[src/rmcfg_defs.vh]
// Constants for the regulator mode configuration bank
`ifndef RMCFG_DEFS_VH
`define RMCFG_DEFS_VH
// ****************************************
// Register map
// ****************************************
`define RMCFG_ADDR_STATUS 8'h20
`define RMCFG_ADDR_DISCH 8'h21
`define RMCFG_ADDR_M0B0 8'h22
`define RMCFG_ADDR_M0B1 8'h23
`define RMCFG_ADDR_M0B2 8'h24
`define RMCFG_ADDR_M0B3 8'h25
`define RMCFG_ADDR_M1B0 8'h26
// ****************************************
// Reset values
// ****************************************
`define RMCFG_RST_DISCH 8'h00
`define RMCFG_RST_M0B0 8'h14
`define RMCFG_RST_M0B1 8'h0c
`define RMCFG_RST_M0B2 8'h4f
`define RMCFG_RST_M0B3 8'h39
`define RMCFG_RST_M1B0 8'h1c
// Mode 1 bytes outside this bank, held at their reset values
`define RMCFG_M1_BUTTON 1'b1
`define RMCFG_M1_SYSBUCK 6'h0c
`define RMCFG_M1_ALIVE 4'h4
`define RMCFG_M1_ENABLES 4'hf
`define RMCFG_M1_WATCHDOG 2'h0
`define RMCFG_M1_LINREG 6'h0c
// ****************************************
// Field positions
// ****************************************
`define RMCFG_SHIP_BIT 7
`define RMCFG_SRC_BIT 6
`define RMCFG_BUTTON_BIT 6
`define RMCFG_OFFSET_BIT 5
// ****************************************
// Voltage decode, millivolts
// ****************************************
`define RMCFG_STEP_MV 12'h019
`define RMCFG_OFFSET_MV 12'h4b0
`define RMCFG_CORE_BASE_MV 12'h1f4
`define RMCFG_CORE_LAST 6'h28
`define RMCFG_CORE_CLAMP_MV 12'h5dc
`define RMCFG_CORE_TOP_MV 12'h708
`define RMCFG_SYS_BASE_MV 12'h5dc
`define RMCFG_SYS_LAST 6'h18
`define RMCFG_SYS_CLAMP_MV 12'h834
`define RMCFG_ALIVE_BASE_MV 12'h6a4
`define RMCFG_ALIVE_LAST 6'h08
`define RMCFG_ALIVE_CLAMP_MV 12'h76c
// ****************************************
// Watchdog periods, seconds
// ****************************************
`define RMCFG_WD_16S 7'h10
`define RMCFG_WD_32S 7'h20
`define RMCFG_WD_64S 7'h40
// ****************************************
// Serial target states
// ****************************************
`define RMCFG_ST_IDLE 3'h0
`define RMCFG_ST_ADDR 3'h1
`define RMCFG_ST_ACKA 3'h2
`define RMCFG_ST_WDATA 3'h3
`define RMCFG_ST_ACKW 3'h4
`define RMCFG_ST_RDATA 3'h5
`define RMCFG_ST_ACKR 3'h6
`define RMCFG_BITS 4'h8
`endif

[src/rmcfg_mv_decode.v]
// Regulator voltage code to millivolt decoder
`timescale 1ns/1ps
`default_nettype none
`include "rmcfg_defs.vh"
module rmcfg_mv_decode #(
  parameter [11:0] BASE_MV = `RMCFG_SYS_BASE_MV,
  parameter [5:0] LAST_CODE = `RMCFG_SYS_LAST,
  parameter [11:0] CLAMP_MV = `RMCFG_SYS_CLAMP_MV,
  parameter HAS_TOP = 0,
  parameter [11:0] TOP_MV = `RMCFG_CORE_TOP_MV
) (
  // Code and offset select
  input wire [5:0] code,
  input wire offset_on,
  // Decoded level
  output reg [11:0] mv
);
  // Linear range, clamp above, optional all-ones special
  always @* begin
    if (HAS_TOP != 0 && code == 6'h3f) begin
      mv = TOP_MV;
    end else if (code > LAST_CODE) begin
      mv = CLAMP_MV;
    end else begin
      mv = BASE_MV + (code * `RMCFG_STEP_MV);
    end
    if (offset_on) begin
      mv = mv + `RMCFG_OFFSET_MV;
    end
  end
endmodule // rmcfg_mv_decode
`default_nettype wire

[src/rmcfg_i2c_target.v]
// Serial two-wire target: byte engine with register pointer
`timescale 1ns/1ps
`default_nettype none
`include "rmcfg_defs.vh"
module rmcfg_i2c_target #(
  parameter [6:0] TARGET_ADDR = 7'h2a // Arbitrary value
) (
  // Clock and reset
  input wire ref_clk,
  input wire reset,
  // Pins, raw
  input wire scl_in,
  input wire sda_in,
  output reg sda_oe_n_ff,
  // Register side
  output reg [7:0] ptr_ff,
  input wire [7:0] rd_data,
  output reg wr_stb_ff,
  output reg [7:0] wr_addr_ff,
  output reg [7:0] wr_data_ff
);
  reg scl_m_ff, scl_s_ff, scl_p_ff, sda_m_ff, sda_s_ff, sda_p_ff;
  reg [2:0] state_ff;
  reg [3:0] cnt_ff;
  reg [7:0] sh_ff;
  reg rw_ff, first_ff;
  wire rise = scl_s_ff & ~scl_p_ff;
  wire fall = ~scl_s_ff & scl_p_ff;
  wire start = scl_s_ff & sda_p_ff & ~sda_s_ff;
  wire stop = scl_s_ff & ~sda_p_ff & sda_s_ff;
  // Two-flop synchronisers; edges compare the second stage with a third, delayed flop
  always @(posedge ref_clk) begin
    scl_m_ff <= scl_in;
    sda_m_ff <= sda_in;
    scl_s_ff <= scl_m_ff;
    sda_s_ff <= sda_m_ff;
    scl_p_ff <= scl_s_ff;
    sda_p_ff <= sda_s_ff;
  end
  // Bus protocol; one data byte per pointer step
  always @(posedge ref_clk) begin
    wr_stb_ff <= 1'b0;
    if (reset) begin
      state_ff <= `RMCFG_ST_IDLE;
      cnt_ff <= 4'h0;
      sh_ff <= 8'h00;
      ptr_ff <= 8'h00;
      rw_ff <= 1'b0;
      first_ff <= 1'b0;
      sda_oe_n_ff <= 1'b1;
      wr_addr_ff <= 8'h00;
      wr_data_ff <= 8'h00;
    end else if (start) begin
      state_ff <= `RMCFG_ST_ADDR;
      cnt_ff <= 4'h0;
      sda_oe_n_ff <= 1'b1;
    end else if (stop) begin
      state_ff <= `RMCFG_ST_IDLE;
      sda_oe_n_ff <= 1'b1;
    end else begin
      case (state_ff)
        `RMCFG_ST_ADDR, `RMCFG_ST_WDATA: begin
          if (rise) begin
            sh_ff <= {sh_ff[6:0], sda_s_ff};
            cnt_ff <= cnt_ff + 4'h1;
          end else if (fall && cnt_ff == `RMCFG_BITS) begin
            cnt_ff <= 4'h0;
            if (state_ff == `RMCFG_ST_ADDR) begin
              if (sh_ff[7:1] == TARGET_ADDR) begin
                sda_oe_n_ff <= 1'b0;
                rw_ff <= sh_ff[0];
                state_ff <= `RMCFG_ST_ACKA;
              end else begin
                state_ff <= `RMCFG_ST_IDLE;
              end
            end else begin
              sda_oe_n_ff <= 1'b0;
              state_ff <= `RMCFG_ST_ACKW;
              first_ff <= 1'b0;
              if (first_ff) begin
                ptr_ff <= sh_ff;
              end else begin
                wr_stb_ff <= 1'b1;
                wr_addr_ff <= ptr_ff;
                wr_data_ff <= sh_ff;
                ptr_ff <= ptr_ff + 8'h01;
              end
            end
          end
        end
        `RMCFG_ST_ACKA, `RMCFG_ST_ACKR: begin
          if (rise && state_ff == `RMCFG_ST_ACKR) begin
            if (sda_s_ff) begin
              state_ff <= `RMCFG_ST_IDLE; // Host NACK ends the read
            end else begin
              ptr_ff <= ptr_ff + 8'h01;
            end
          end else if (fall && (rw_ff || state_ff == `RMCFG_ST_ACKR)) begin
            sda_oe_n_ff <= rd_data[7];
            sh_ff <= {rd_data[6:0], 1'b0};
            cnt_ff <= 4'h1;
            state_ff <= `RMCFG_ST_RDATA;
          end else if (fall) begin
            sda_oe_n_ff <= 1'b1;
            first_ff <= 1'b1;
            state_ff <= `RMCFG_ST_WDATA;
          end
        end
        `RMCFG_ST_ACKW: begin
          if (fall) begin
            sda_oe_n_ff <= 1'b1;
            state_ff <= `RMCFG_ST_WDATA;
          end
        end
        `RMCFG_ST_RDATA: begin
          if (fall && cnt_ff == `RMCFG_BITS) begin
            sda_oe_n_ff <= 1'b1;
            state_ff <= `RMCFG_ST_ACKR;
          end else if (fall) begin
            sda_oe_n_ff <= sh_ff[7];
            sh_ff <= {sh_ff[6:0], 1'b0};
            cnt_ff <= cnt_ff + 4'h1;
          end
        end
        default: begin
          sda_oe_n_ff <= 1'b1;
        end
      endcase
    end
  end
endmodule // rmcfg_i2c_target
`default_nettype wire

[src/rmcfg_top.v]
// Regulator mode configuration bank: registers, mode choice, regulator controls
`timescale 1ns/1ps
`default_nettype none
`include "rmcfg_defs.vh"
module rmcfg_top #(
  parameter [6:0] TARGET_ADDR = 7'h2a // Arbitrary value
) (
  // Clock and reset
  input wire ref_clk,
  input wire reset,
  // Serial bus pins
  input wire scl_in,
  input wire sda_in,
  output reg sda_out_ff,
  output wire sda_oe_n,
  // Mode selection
  input wire mode_select_pin_a,
  input wire mode_select_pin_b,
  input wire mode_select_bit_a,
  input wire mode_select_bit_b,
  input wire power_button_fall,
  // Regulator power-good, asynchronous
  input wire [3:0] power_good,
  // Regulator controls: core buck, system buck, always-on, system linreg
  output reg active_mode_ff,
  output reg ship_mode_ff,
  output reg [3:0] regulator_enable_ff,
  output reg [3:0] discharge_on_ff,
  output reg [11:0] core_buck_mv_ff,
  output reg [11:0] system_buck_mv_ff,
  output reg [11:0] alive_linreg_mv_ff,
  output reg [11:0] system_linreg_mv_ff,
  output reg [6:0] watchdog_seconds_ff
);
  // ****************************************
  // Register file
  // ****************************************
  reg [7:0] disch_ff, m0b0_ff, m0b1_ff, m0b2_ff, m0b3_ff, m1b0_ff;
  reg [7:0] rd_data;
  reg [3:0] pg_m_ff, pg_s_ff;
  reg pin_a_m_ff, pin_a_s_ff, pin_b_m_ff, pin_b_s_ff;
  reg req_prev_ff;
  reg req_valid_prev_ff;
  wire [7:0] ptr;
  wire wr_stb;
  wire [7:0] wr_addr, wr_data;

  rmcfg_i2c_target #(
    .TARGET_ADDR(TARGET_ADDR)
  ) u_target (
    .ref_clk(ref_clk),
    .reset(reset),
    .scl_in(scl_in),
    .sda_in(sda_in),
    .sda_oe_n_ff(sda_oe_n),
    .ptr_ff(ptr),
    .rd_data(rd_data),
    .wr_stb_ff(wr_stb),
    .wr_addr_ff(wr_addr),
    .wr_data_ff(wr_data)
  );

  // Register writes, one byte per strobe
  always @(posedge ref_clk) begin
    if (reset) begin
      disch_ff <= `RMCFG_RST_DISCH;
      m0b0_ff <= `RMCFG_RST_M0B0;
      m0b1_ff <= `RMCFG_RST_M0B1;
      m0b2_ff <= `RMCFG_RST_M0B2;
      m0b3_ff <= `RMCFG_RST_M0B3;
      m1b0_ff <= `RMCFG_RST_M1B0;
    end else if (wr_stb) begin
      case (wr_addr)
        `RMCFG_ADDR_DISCH: disch_ff <= wr_data;
        `RMCFG_ADDR_M0B0: m0b0_ff <= wr_data;
        `RMCFG_ADDR_M0B1: m0b1_ff <= wr_data;
        `RMCFG_ADDR_M0B2: m0b2_ff <= wr_data;
        `RMCFG_ADDR_M0B3: m0b3_ff <= wr_data;
        `RMCFG_ADDR_M1B0: m1b0_ff <= wr_data;
        default: begin
        end
      endcase
    end
  end

  // Read mux; unmapped bytes answer zero
  always @* begin
    case (ptr)
      `RMCFG_ADDR_STATUS: rd_data = {pg_s_ff, 4'h0};
      `RMCFG_ADDR_DISCH: rd_data = disch_ff;
      `RMCFG_ADDR_M0B0: rd_data = m0b0_ff;
      `RMCFG_ADDR_M0B1: rd_data = m0b1_ff;
      `RMCFG_ADDR_M0B2: rd_data = m0b2_ff;
      `RMCFG_ADDR_M0B3: rd_data = m0b3_ff;
      `RMCFG_ADDR_M1B0: rd_data = m1b0_ff;
      default: rd_data = 8'h00;
    endcase
  end

  // ****************************************
  // Asynchronous inputs
  // ****************************************
  // Two flops each; only the second stage feeds logic
  always @(posedge ref_clk) begin
    pg_m_ff <= power_good;
    pg_s_ff <= pg_m_ff;
    pin_a_m_ff <= mode_select_pin_a;
    pin_a_s_ff <= pin_a_m_ff;
    pin_b_m_ff <= mode_select_pin_b;
    pin_b_s_ff <= pin_b_m_ff;
  end

  // ****************************************
  // Mode choice
  // ****************************************
  // Fields of the group now in force
  wire cur_src = active_mode_ff ? m1b0_ff[`RMCFG_SRC_BIT] : m0b0_ff[`RMCFG_SRC_BIT];
  wire cur_button = active_mode_ff ? `RMCFG_M1_BUTTON : m0b1_ff[`RMCFG_BUTTON_BIT];
  // Pins or register bits, never a mix
  wire [1:0] req_mode = cur_src ? {pin_b_s_ff, pin_a_s_ff}
                                : {mode_select_bit_b, mode_select_bit_a};
  // Settings 2 and 3 live outside this bank, so they do not move the mode
  wire req_valid = ~req_mode[1];
  wire req_change = req_valid && (req_mode[0] != req_prev_ff || !req_valid_prev_ff);

  // Button edge wins over a same-cycle request only while the group's button bit is clear (mode 1 holds it set); only a new request moves off it
  always @(posedge ref_clk) begin
    if (reset) begin
      active_mode_ff <= 1'b0;
      req_prev_ff <= 1'b0;
      req_valid_prev_ff <= 1'b1;
    end else begin
      req_prev_ff <= req_mode[0];
      req_valid_prev_ff <= req_valid;
      if (power_button_fall && !cur_button) begin
        active_mode_ff <= 1'b0;
      end else if (req_change) begin
        active_mode_ff <= req_mode[0];
      end
    end
  end

  // ****************************************
  // Active group fields
  // ****************************************
  wire [5:0] sel_core = active_mode_ff ? m1b0_ff[5:0] : m0b0_ff[5:0];
  wire [5:0] sel_sys = active_mode_ff ? `RMCFG_M1_SYSBUCK : m0b1_ff[5:0];
  wire [3:0] sel_alive = active_mode_ff ? `RMCFG_M1_ALIVE : m0b2_ff[7:4];
  wire [3:0] sel_en = active_mode_ff ? `RMCFG_M1_ENABLES : m0b2_ff[3:0];
  wire [1:0] sel_wd = active_mode_ff ? `RMCFG_M1_WATCHDOG : m0b3_ff[7:6];
  wire [5:0] sel_lin = active_mode_ff ? `RMCFG_M1_LINREG : m0b3_ff[5:0];
  wire sel_ship = active_mode_ff ? m1b0_ff[`RMCFG_SHIP_BIT] : m0b0_ff[`RMCFG_SHIP_BIT];
  wire [11:0] core_mv, sys_mv, alive_mv, lin_mv;

  rmcfg_mv_decode #(
    .BASE_MV(`RMCFG_CORE_BASE_MV),
    .LAST_CODE(`RMCFG_CORE_LAST),
    .CLAMP_MV(`RMCFG_CORE_CLAMP_MV),
    .HAS_TOP(1),
    .TOP_MV(`RMCFG_CORE_TOP_MV)
  ) u_core (
    .code(sel_core),
    .offset_on(1'b0),
    .mv(core_mv)
  );

  rmcfg_mv_decode #(
    .BASE_MV(`RMCFG_SYS_BASE_MV),
    .LAST_CODE(`RMCFG_SYS_LAST),
    .CLAMP_MV(`RMCFG_SYS_CLAMP_MV),
    .HAS_TOP(0),
    .TOP_MV(`RMCFG_CORE_TOP_MV)
  ) u_sysbuck (
    .code({1'b0, sel_sys[4:0]}),
    .offset_on(sel_sys[`RMCFG_OFFSET_BIT]),
    .mv(sys_mv)
  );

  rmcfg_mv_decode #(
    .BASE_MV(`RMCFG_ALIVE_BASE_MV),
    .LAST_CODE(`RMCFG_ALIVE_LAST),
    .CLAMP_MV(`RMCFG_ALIVE_CLAMP_MV),
    .HAS_TOP(0),
    .TOP_MV(`RMCFG_CORE_TOP_MV)
  ) u_alive (
    .code({2'b00, sel_alive}),
    .offset_on(1'b0),
    .mv(alive_mv)
  );

  rmcfg_mv_decode #(
    .BASE_MV(`RMCFG_SYS_BASE_MV),
    .LAST_CODE(`RMCFG_SYS_LAST),
    .CLAMP_MV(`RMCFG_SYS_CLAMP_MV),
    .HAS_TOP(0),
    .TOP_MV(`RMCFG_CORE_TOP_MV)
  ) u_linreg (
    .code({1'b0, sel_lin[4:0]}),
    .offset_on(sel_lin[`RMCFG_OFFSET_BIT]),
    .mv(lin_mv)
  );

  // Watchdog code to seconds
  function [6:0] wd_seconds;
    input [1:0] code;
    begin
      case (code)
        2'h1: wd_seconds = `RMCFG_WD_16S;
        2'h2: wd_seconds = `RMCFG_WD_32S;
        2'h3: wd_seconds = `RMCFG_WD_64S;
        default: wd_seconds = 7'h00;
      endcase
    end
  endfunction

  // ****************************************
  // Registered regulator controls
  // ****************************************
  // Outputs lag the group by one cycle so the analog side sees clean levels
  always @(posedge ref_clk) begin
    if (reset) begin
      sda_out_ff <= 1'b0;
      ship_mode_ff <= 1'b0;
      regulator_enable_ff <= 4'h0;
      discharge_on_ff <= 4'h0;
      core_buck_mv_ff <= 12'h000;
      system_buck_mv_ff <= 12'h000;
      alive_linreg_mv_ff <= 12'h000;
      system_linreg_mv_ff <= 12'h000;
      watchdog_seconds_ff <= 7'h00;
    end else begin
      sda_out_ff <= 1'b0; // Open drain: only the enable moves
      ship_mode_ff <= sel_ship;
      regulator_enable_ff <= sel_en;
      discharge_on_ff <= ~disch_ff[3:0] & ~sel_en;
      core_buck_mv_ff <= core_mv;
      system_buck_mv_ff <= sys_mv;
      alive_linreg_mv_ff <= alive_mv;
      system_linreg_mv_ff <= lin_mv;
      watchdog_seconds_ff <= wd_seconds(sel_wd);
    end
  end
endmodule // rmcfg_top
`default_nettype wire

[config.mk]
export PLATFORM = sky130hd
export DESIGN_NAME = rmcfg_top
export DESIGN_NICKNAME = d
export VERILOG_FILES = /design/src/rmcfg_mv_decode.v /design/src/rmcfg_i2c_target.v /design/src/rmcfg_top.v
export VERILOG_INCLUDE_DIRS = /design/src
export SDC_FILE = /design/constraint.sdc
export NUM_CORES = 1
export LEC_CHECK = 0
export BUFFER_PORTS_ARGS = -buffer_cell sky130_fd_sc_hd__buf_2
export CELL_PAD_IN_SITES_DETAIL_PLACEMENT = 2
export CELL_PAD_IN_SITES_GLOBAL_PLACEMENT = 2
export CORE_MARGIN = 3
export CORE_UTILIZATION = 40
export CTS_CLUSTER_DIAMETER = 150
export DETAILED_ROUTE_END_ITERATION = 10
export PLACE_DENSITY_LB_ADDON = 0.1
export SETUP_SLACK_MARGIN = 0.1
export SYNTH_ARGS = -nofsm -noshare
export SYNTH_HDL_FRONTEND = slang
export SYNTH_SLANG_ARGS = --single-unit
[constraint.sdc]
create_clock -name ref_clk -period 7.1 [get_ports ref_clk]
set_input_delay 0.71 -clock ref_clk [delete_from_list [all_inputs] [get_ports ref_clk]]
set_output_delay 0.71 -clock ref_clk [all_outputs]
set_load 0.02 [all_outputs]
Word level (Yosys, flattened, before mapping):

Index checks and enable logic that the tools add are counted.

* bits of input ports: 13
* word-level logic and storage cells: 233
* output and inout port bits: 67
* bits in registers: 176

* multiply operators: 4
* $add $sub $neg: 8
* muxes and demuxes: 69
* bitwise gates (word level): 21
* equality and inequality tests: 47
* $lt $le $gt $ge: 4
* reduce and logical (&&, ||, !) cells: 37

Operators with widths (count)
* $eq 8x6->1 const B: 13
* $mux 8: 11
* $pmux 8 s7: 1
* $mux 12: 4
* $mux 11: 3
* $mux 4: 8
* $add 11x11->12 const A: 2
* $add 12x11->12 const B: 2
* $mux 3: 8
* $pmux 8 s3: 1
* $mux 1: 21
* $pmux 7 s3: 1
* $reduce_and 7->1: 3
* $mul 5x5->10 const B: 2
* $mux 6: 3
* $pmux 8 s2: 1
* $reduce_and 8->1: 2
* $reduce_and 5->1: 3
* $ne 2x1->1 const B: 7
* $add 11x9->12 const A: 1
* $add 9x11->12 const A: 1
* $ne 2x2->1 const B: 6
* $not 1->1: 12
* $pmux 3 s4: 1
* 41 further kinds: 73

Logic depth before layout (Yosys ltp):

* depth after elaboration: 8
* mapped depth: 16
* depth with buffers taken out: 13

Cells and area by module:

From an unflattened synthesis, not the netlist that was laid out.

* cells, all modules: 1204
* area, all modules: 10697.8 µm²

By module, submodules not included
* rmcfg_top: cells an instance 441, instances 1, seq. area each 2462.4 µm², area an instance 4504.3 µm²
* rmcfg_i2c_target: cells an instance 305, instances 1, seq. area each 980.9 µm², area an instance 2461.1 µm²
* rmcfg_mv_decode at u_core: cells an instance 140, instances 1, seq. area each 0.0 µm², area an instance 1083.5 µm²
* rmcfg_mv_decode at u_linreg: cells an instance 110, instances 1, seq. area each 0.0 µm², area an instance 933.4 µm²
* rmcfg_mv_decode at u_alive: cells an instance 107, instances 1, seq. area each 0.0 µm², area an instance 882.1 µm²
* rmcfg_mv_decode at u_sysbuck: cells an instance 101, instances 1, seq. area each 0.0 µm², area an instance 833.3 µm²

Worst setup path after synthesis:

No wires, ideal clock.

* kind: flip-flop to flip-flop
* start: reg active_mode_ff
* end: reg system_linreg_mv_ff[9]
* period minus slack after synthesis: 4.249 ns
* required time: 6.977 ns
* setup slack: 2.851 ns
* cell stages (with the launch flop): 15
* buffers on the path: 3
* library setup time: 0.123 ns
* arrival: 4.126 ns
* cell sequence: dfxtp_1 buf_6 clkbuf_1 clkbuf_1 or2_2 ha_1 ha_1 ha_1 ha_1 a21bo_2 o22ai_2 or3_4 a21o_1 or3_1 mux2_1

* longest elaborated chain between the ends: 6
* elaborated cells on any way between the ends: 7
* those cells by class: add/sub: 2; mul: 1; order compare: 1; mux: 3

RTL lines
* from (decl): line rmcfg_top.v:25 `output reg active_mode_ff,`
* from (signal assigned): line rmcfg_top.v:138 `active_mode_ff <= req_mode[0];`
* $mux 6 *: line rmcfg_top.v:151 `` wire [5:0] sel_lin = active_mode_ff ? `RMCFG_M1_LINREG : m0b3_ff[5:0]; ``
* $mul 5x5->10 (no source line)
* $add 11x11->12: line rmcfg_mv_decode.v:25 `` mv = BASE_MV + (code * `RMCFG_STEP_MV); ``
* $mux 12: line rmcfg_mv_decode.v:22 `end else if (code > LAST_CODE) begin`
* $add 12x11->12 (no source line)
* $mux 12 *: line rmcfg_mv_decode.v:27 `if (offset_on) begin`
* to (signal assigned): line rmcfg_top.v:239 `system_linreg_mv_ff <= lin_mv;`
* to (decl): line rmcfg_top.v:32 `output reg [11:0] system_linreg_mv_ff,`

Every way passes the cells marked *; elsewhere a longest branch is shown, timed or not.
A chain may end at the register's enable or synchronous reset.

Worst setup path after layout:

* start: reg active_mode_ff
* end: reg system_buck_mv_ff[9]

* longest elaborated chain between the ends: 6
* elaborated cells on any way between the ends: 7
* those cells by class: add/sub: 2; mul: 1; order compare: 1; mux: 3

RTL lines
* $mux 6 *: line rmcfg_top.v:147 `` wire [5:0] sel_sys = active_mode_ff ? `RMCFG_M1_SYSBUCK : m0b1_ff[5:0]; ``
* $mul 5x5->10 (no source line)
* $add 11x11->12: line rmcfg_mv_decode.v:25
* $mux 12: line rmcfg_mv_decode.v:22
* $add 12x11->12 (no source line)
* $mux 12 *: line rmcfg_mv_decode.v:27
* to (signal assigned): line rmcfg_top.v:237 `system_buck_mv_ff <= sys_mv;`
* to (decl): line rmcfg_top.v:30 `output reg [11:0] system_buck_mv_ff,`

Marked as above.

==> metrics.txt <==
Synth Warn # 0; multiplexer share of the synthesized area 0.0744; 1st-iter DRT viols between 300 and 400; max cap viols 0; port bufs 74; Worst Path Required between 7 and 8 ns; fin crit period 4.41 ns; setup TNS 0 ns; Max FO, Critical Path 31; share of flip-flops with an asynchronous set or reset 0; nets 1,172; final hold vios 0; Clock Sinks approximately 170; Worst path slowest cell dfxtp_2; CP Class reg -> reg; top cells by area, synth dfxtp_1, ha_1, mux2i_1, nor2_1, a21oi_1; Core Area between 0.02 and 0.025 mm^2; max_slew headroom 0.287; xor and xnor area share after synthesis 0.0254; std cell rows 55; Placer Congestion between 0.7 and 0.8; most frequent cells after synthesis dfxtp_1, nor2_1, ha_1; prevailing post-synth register cell dfxtp_1; Die W between 150 and 200 um; clock-pin slew on the worst setup and hold paths about 0.070 ns; Pwr Density approximately 220 mW/mm^2; layout cell share with drive strength beyond 1 0.139; post-DP HPWL approximately 19 mm; Leak Pwr approximately 4.4 nW; wire length of the first global-routing pass between 40 and 50 mm; DR vias/cell around 5.6; dpl ws between 2 and 3 ns; Post-Synth Simple-Gate Area 0.190; CP most frequent cell ha_1; unrepaired setup endpoints after global routing false; final WL between 20 and 30 mm; H-tree depth 4; Area Growth Syn to Fin 12.4%; Max VDD drop roughly 0.14 mV; largest net degree at the start of global routing 80; Filler cells 2,500; CP max stage delay 0.64 ns; Tot GR Track Use 0.224; Routed Antenna Nets 0; CP Cell Sequence buf_4 -> nor2b_1 -> ha_1 -> ha_1 -> ha_1 -> ha_1 -> and4b_2 -> a211oi_1 -> o31ai_1 -> a211o_1 -> or4_1 -> nand2_1; DRT Pass-1 Iters 5; CP Capture Type flop; synth unique cells 78; leading area contributor after synthesis dfxtp_1; clock skew about 0.0086 ns; Slew Limit Fails 0; total grt overflow 0; Synth Area in Compound Gates 0.165; Yosys top cell area share 0.371; n_diodes 0; CP bufs+invs 1; Post-synth EDFFs 0; largest family of logic cells by synthesized area simple AND/OR/NAND/NOR gates; drt drc 0; Max Freq 227 MHz; clk root buf clkbuf_16; most frequent cell after synthesis dfxtp_1; Final Cycle Share 0.621; startpoint types flop; IO Count 80; final worst slack ~2.7 ns; Post-CTS Setup Bufs 0; Vias between 7,000 and 8,000; CTS hold repair buffers 0; synthesized area per cell 9.05 um^2; Syn Inst Count between 1,000 and 1,500; worst skew pair latency about 0.43 ns; Seq cells post-synth around 170; wire per inst between 15 and 20 um; final number of setup-violating endpoints 0; Worst Tran Pin Value roughly 1.1 ns; post_cts resized 0; Adder-Cell Fraction of Synth Area 0.124; antenna violations before repair 0; Clock Tree Buf Depth 2; vias in the first global route between 8,000 and 9,000; Synth Cell Area slightly above 0.009 mm^2; Final Total Pwr 2.27 mW; DIE AREA 0.0251 mm^2; register area share after synthesis 0.371; outcome completed; Die H roughly 160 um; Worst EP arrival ~4.8 ns; Hold Path Class reg -> reg; post-layout util 0.459; Worst path top cell family by delay adder cells; Initial Utilization 0.409; CTS tree built; TritonCTS Buffers 17
## logic make-up (layout without fill, tap and decap cells)
logic type / Yosys count / count (layout)
buffers and inverters: 105 / 159
AOI/OAI and AO/OA: 226 / 226
muxes: 68 / 68
adders and majority gates: 88 / 88
xor gates and xnor gates: 26 / 26
DFF: 172 / 172
other: 1 / 5
and+or+nand+nor: 339 / 339
## stage by stage
| step | instances | hold slack, ns | area [um^2] |
|---|---|---|---|
| final | 1368 | 0.328 | 10400 |
| after global routing | 1368 | 0.334 | 10400 |
| after CTS | 1368 | 0.326 | 10400 |
| after detailed placement | 1337 | 0.314 | 9800 |
| after global placement | 1337 | 0.310 | 9800 |
| after floorplan | 1029 | 0.310 | 9290 |
## worst register-to-register path, cell delays in order (launching register included)
cell      delay, ns
dfxtp_2        0.64
buf_4          0.39
nor2b_1        0.16
ha_1           0.32
ha_1           0.30
ha_1           0.30
ha_1           0.36
and4b_2        0.27
a211oi_1       0.59
o31ai_1        0.22
a211o_1        0.35
or4_1          0.40
nand2_1        0.07
## cells in the final DEF (no fill, tap or decap), drive strengths merged, types with 22 or more instances in the layout
| master | count |
|---|---|
| a21oi | 64 |
| nor2b | 26 |
| nor2 | 127 |
| inv | 48 |
| mux2i | 60 |
| buf | 81 |
| o21ai | 43 |
| nand2 | 53 |
| clkbuf | 22 |
| dfxtp | 172 |
| ha | 81 |
## per-layer routing
layer / vias to the layer above / GRT usage / share of wire
li1: 3702 / - / -
met1: 3857 / 0.286 / 0.45
met2: 105 / 0.397 / 0.51
met3: 27 / 0.0307 / 0.025
met4: 0 / 0.0598 / 0.015
met5: - / 0 / 0
## worst paths after layout
path | depth (start not counted) | start | slack, ns | endpoint
setup / recovery | 12 | active_mode_ff$_SDFFE_PP0P_ | 2.69 | system_buck_mv_ff[9]$_SDFF_PP0_
hold reg to reg | 0 | u_target.sda_m_ff$_DFF_P_ | 0.33 | u_target.sda_s_ff$_DFF_P_
hold / removal | 0 | u_target.sda_m_ff$_DFF_P_ | 0.33 | u_target.sda_s_ff$_DFF_P_
setup reg to reg | 12 | active_mode_ff$_SDFFE_PP0P_ | 2.69 | system_buck_mv_ff[9]$_SDFF_PP0_
## final cells by class
class / instances / area, um^2 / area share
multi-input combinational: 752 / 5400 / 0.517
sequential: 172 / 3440 / 0.330
clock buffer: 22 / 474 / 0.0455
timing repair buffer: 81 / 425 / 0.0408
tap: 285 / 357 / 0.0342
inverter: 47 / 176 / 0.0169
clock inverter: 9 / 160 / 0.0154
## power by group
part	total, mW	internal (mW)	switching, mW
registers	1.00	0.988	0.0166
clock network	1.02	0.618	0.401
logic	0.242	0.0895	0.153
total	2.27	1.69	0.570
## flip-flops by register name (all words and copies together), names as in the netlist, 12 cells and up
name	cells
alive_linreg_mv_ff	12
core_buck_mv_ff	12
system_buck_mv_ff	12
system_linreg_mv_ff	12
Note: power is estimated with default switching activity, not from simulation.
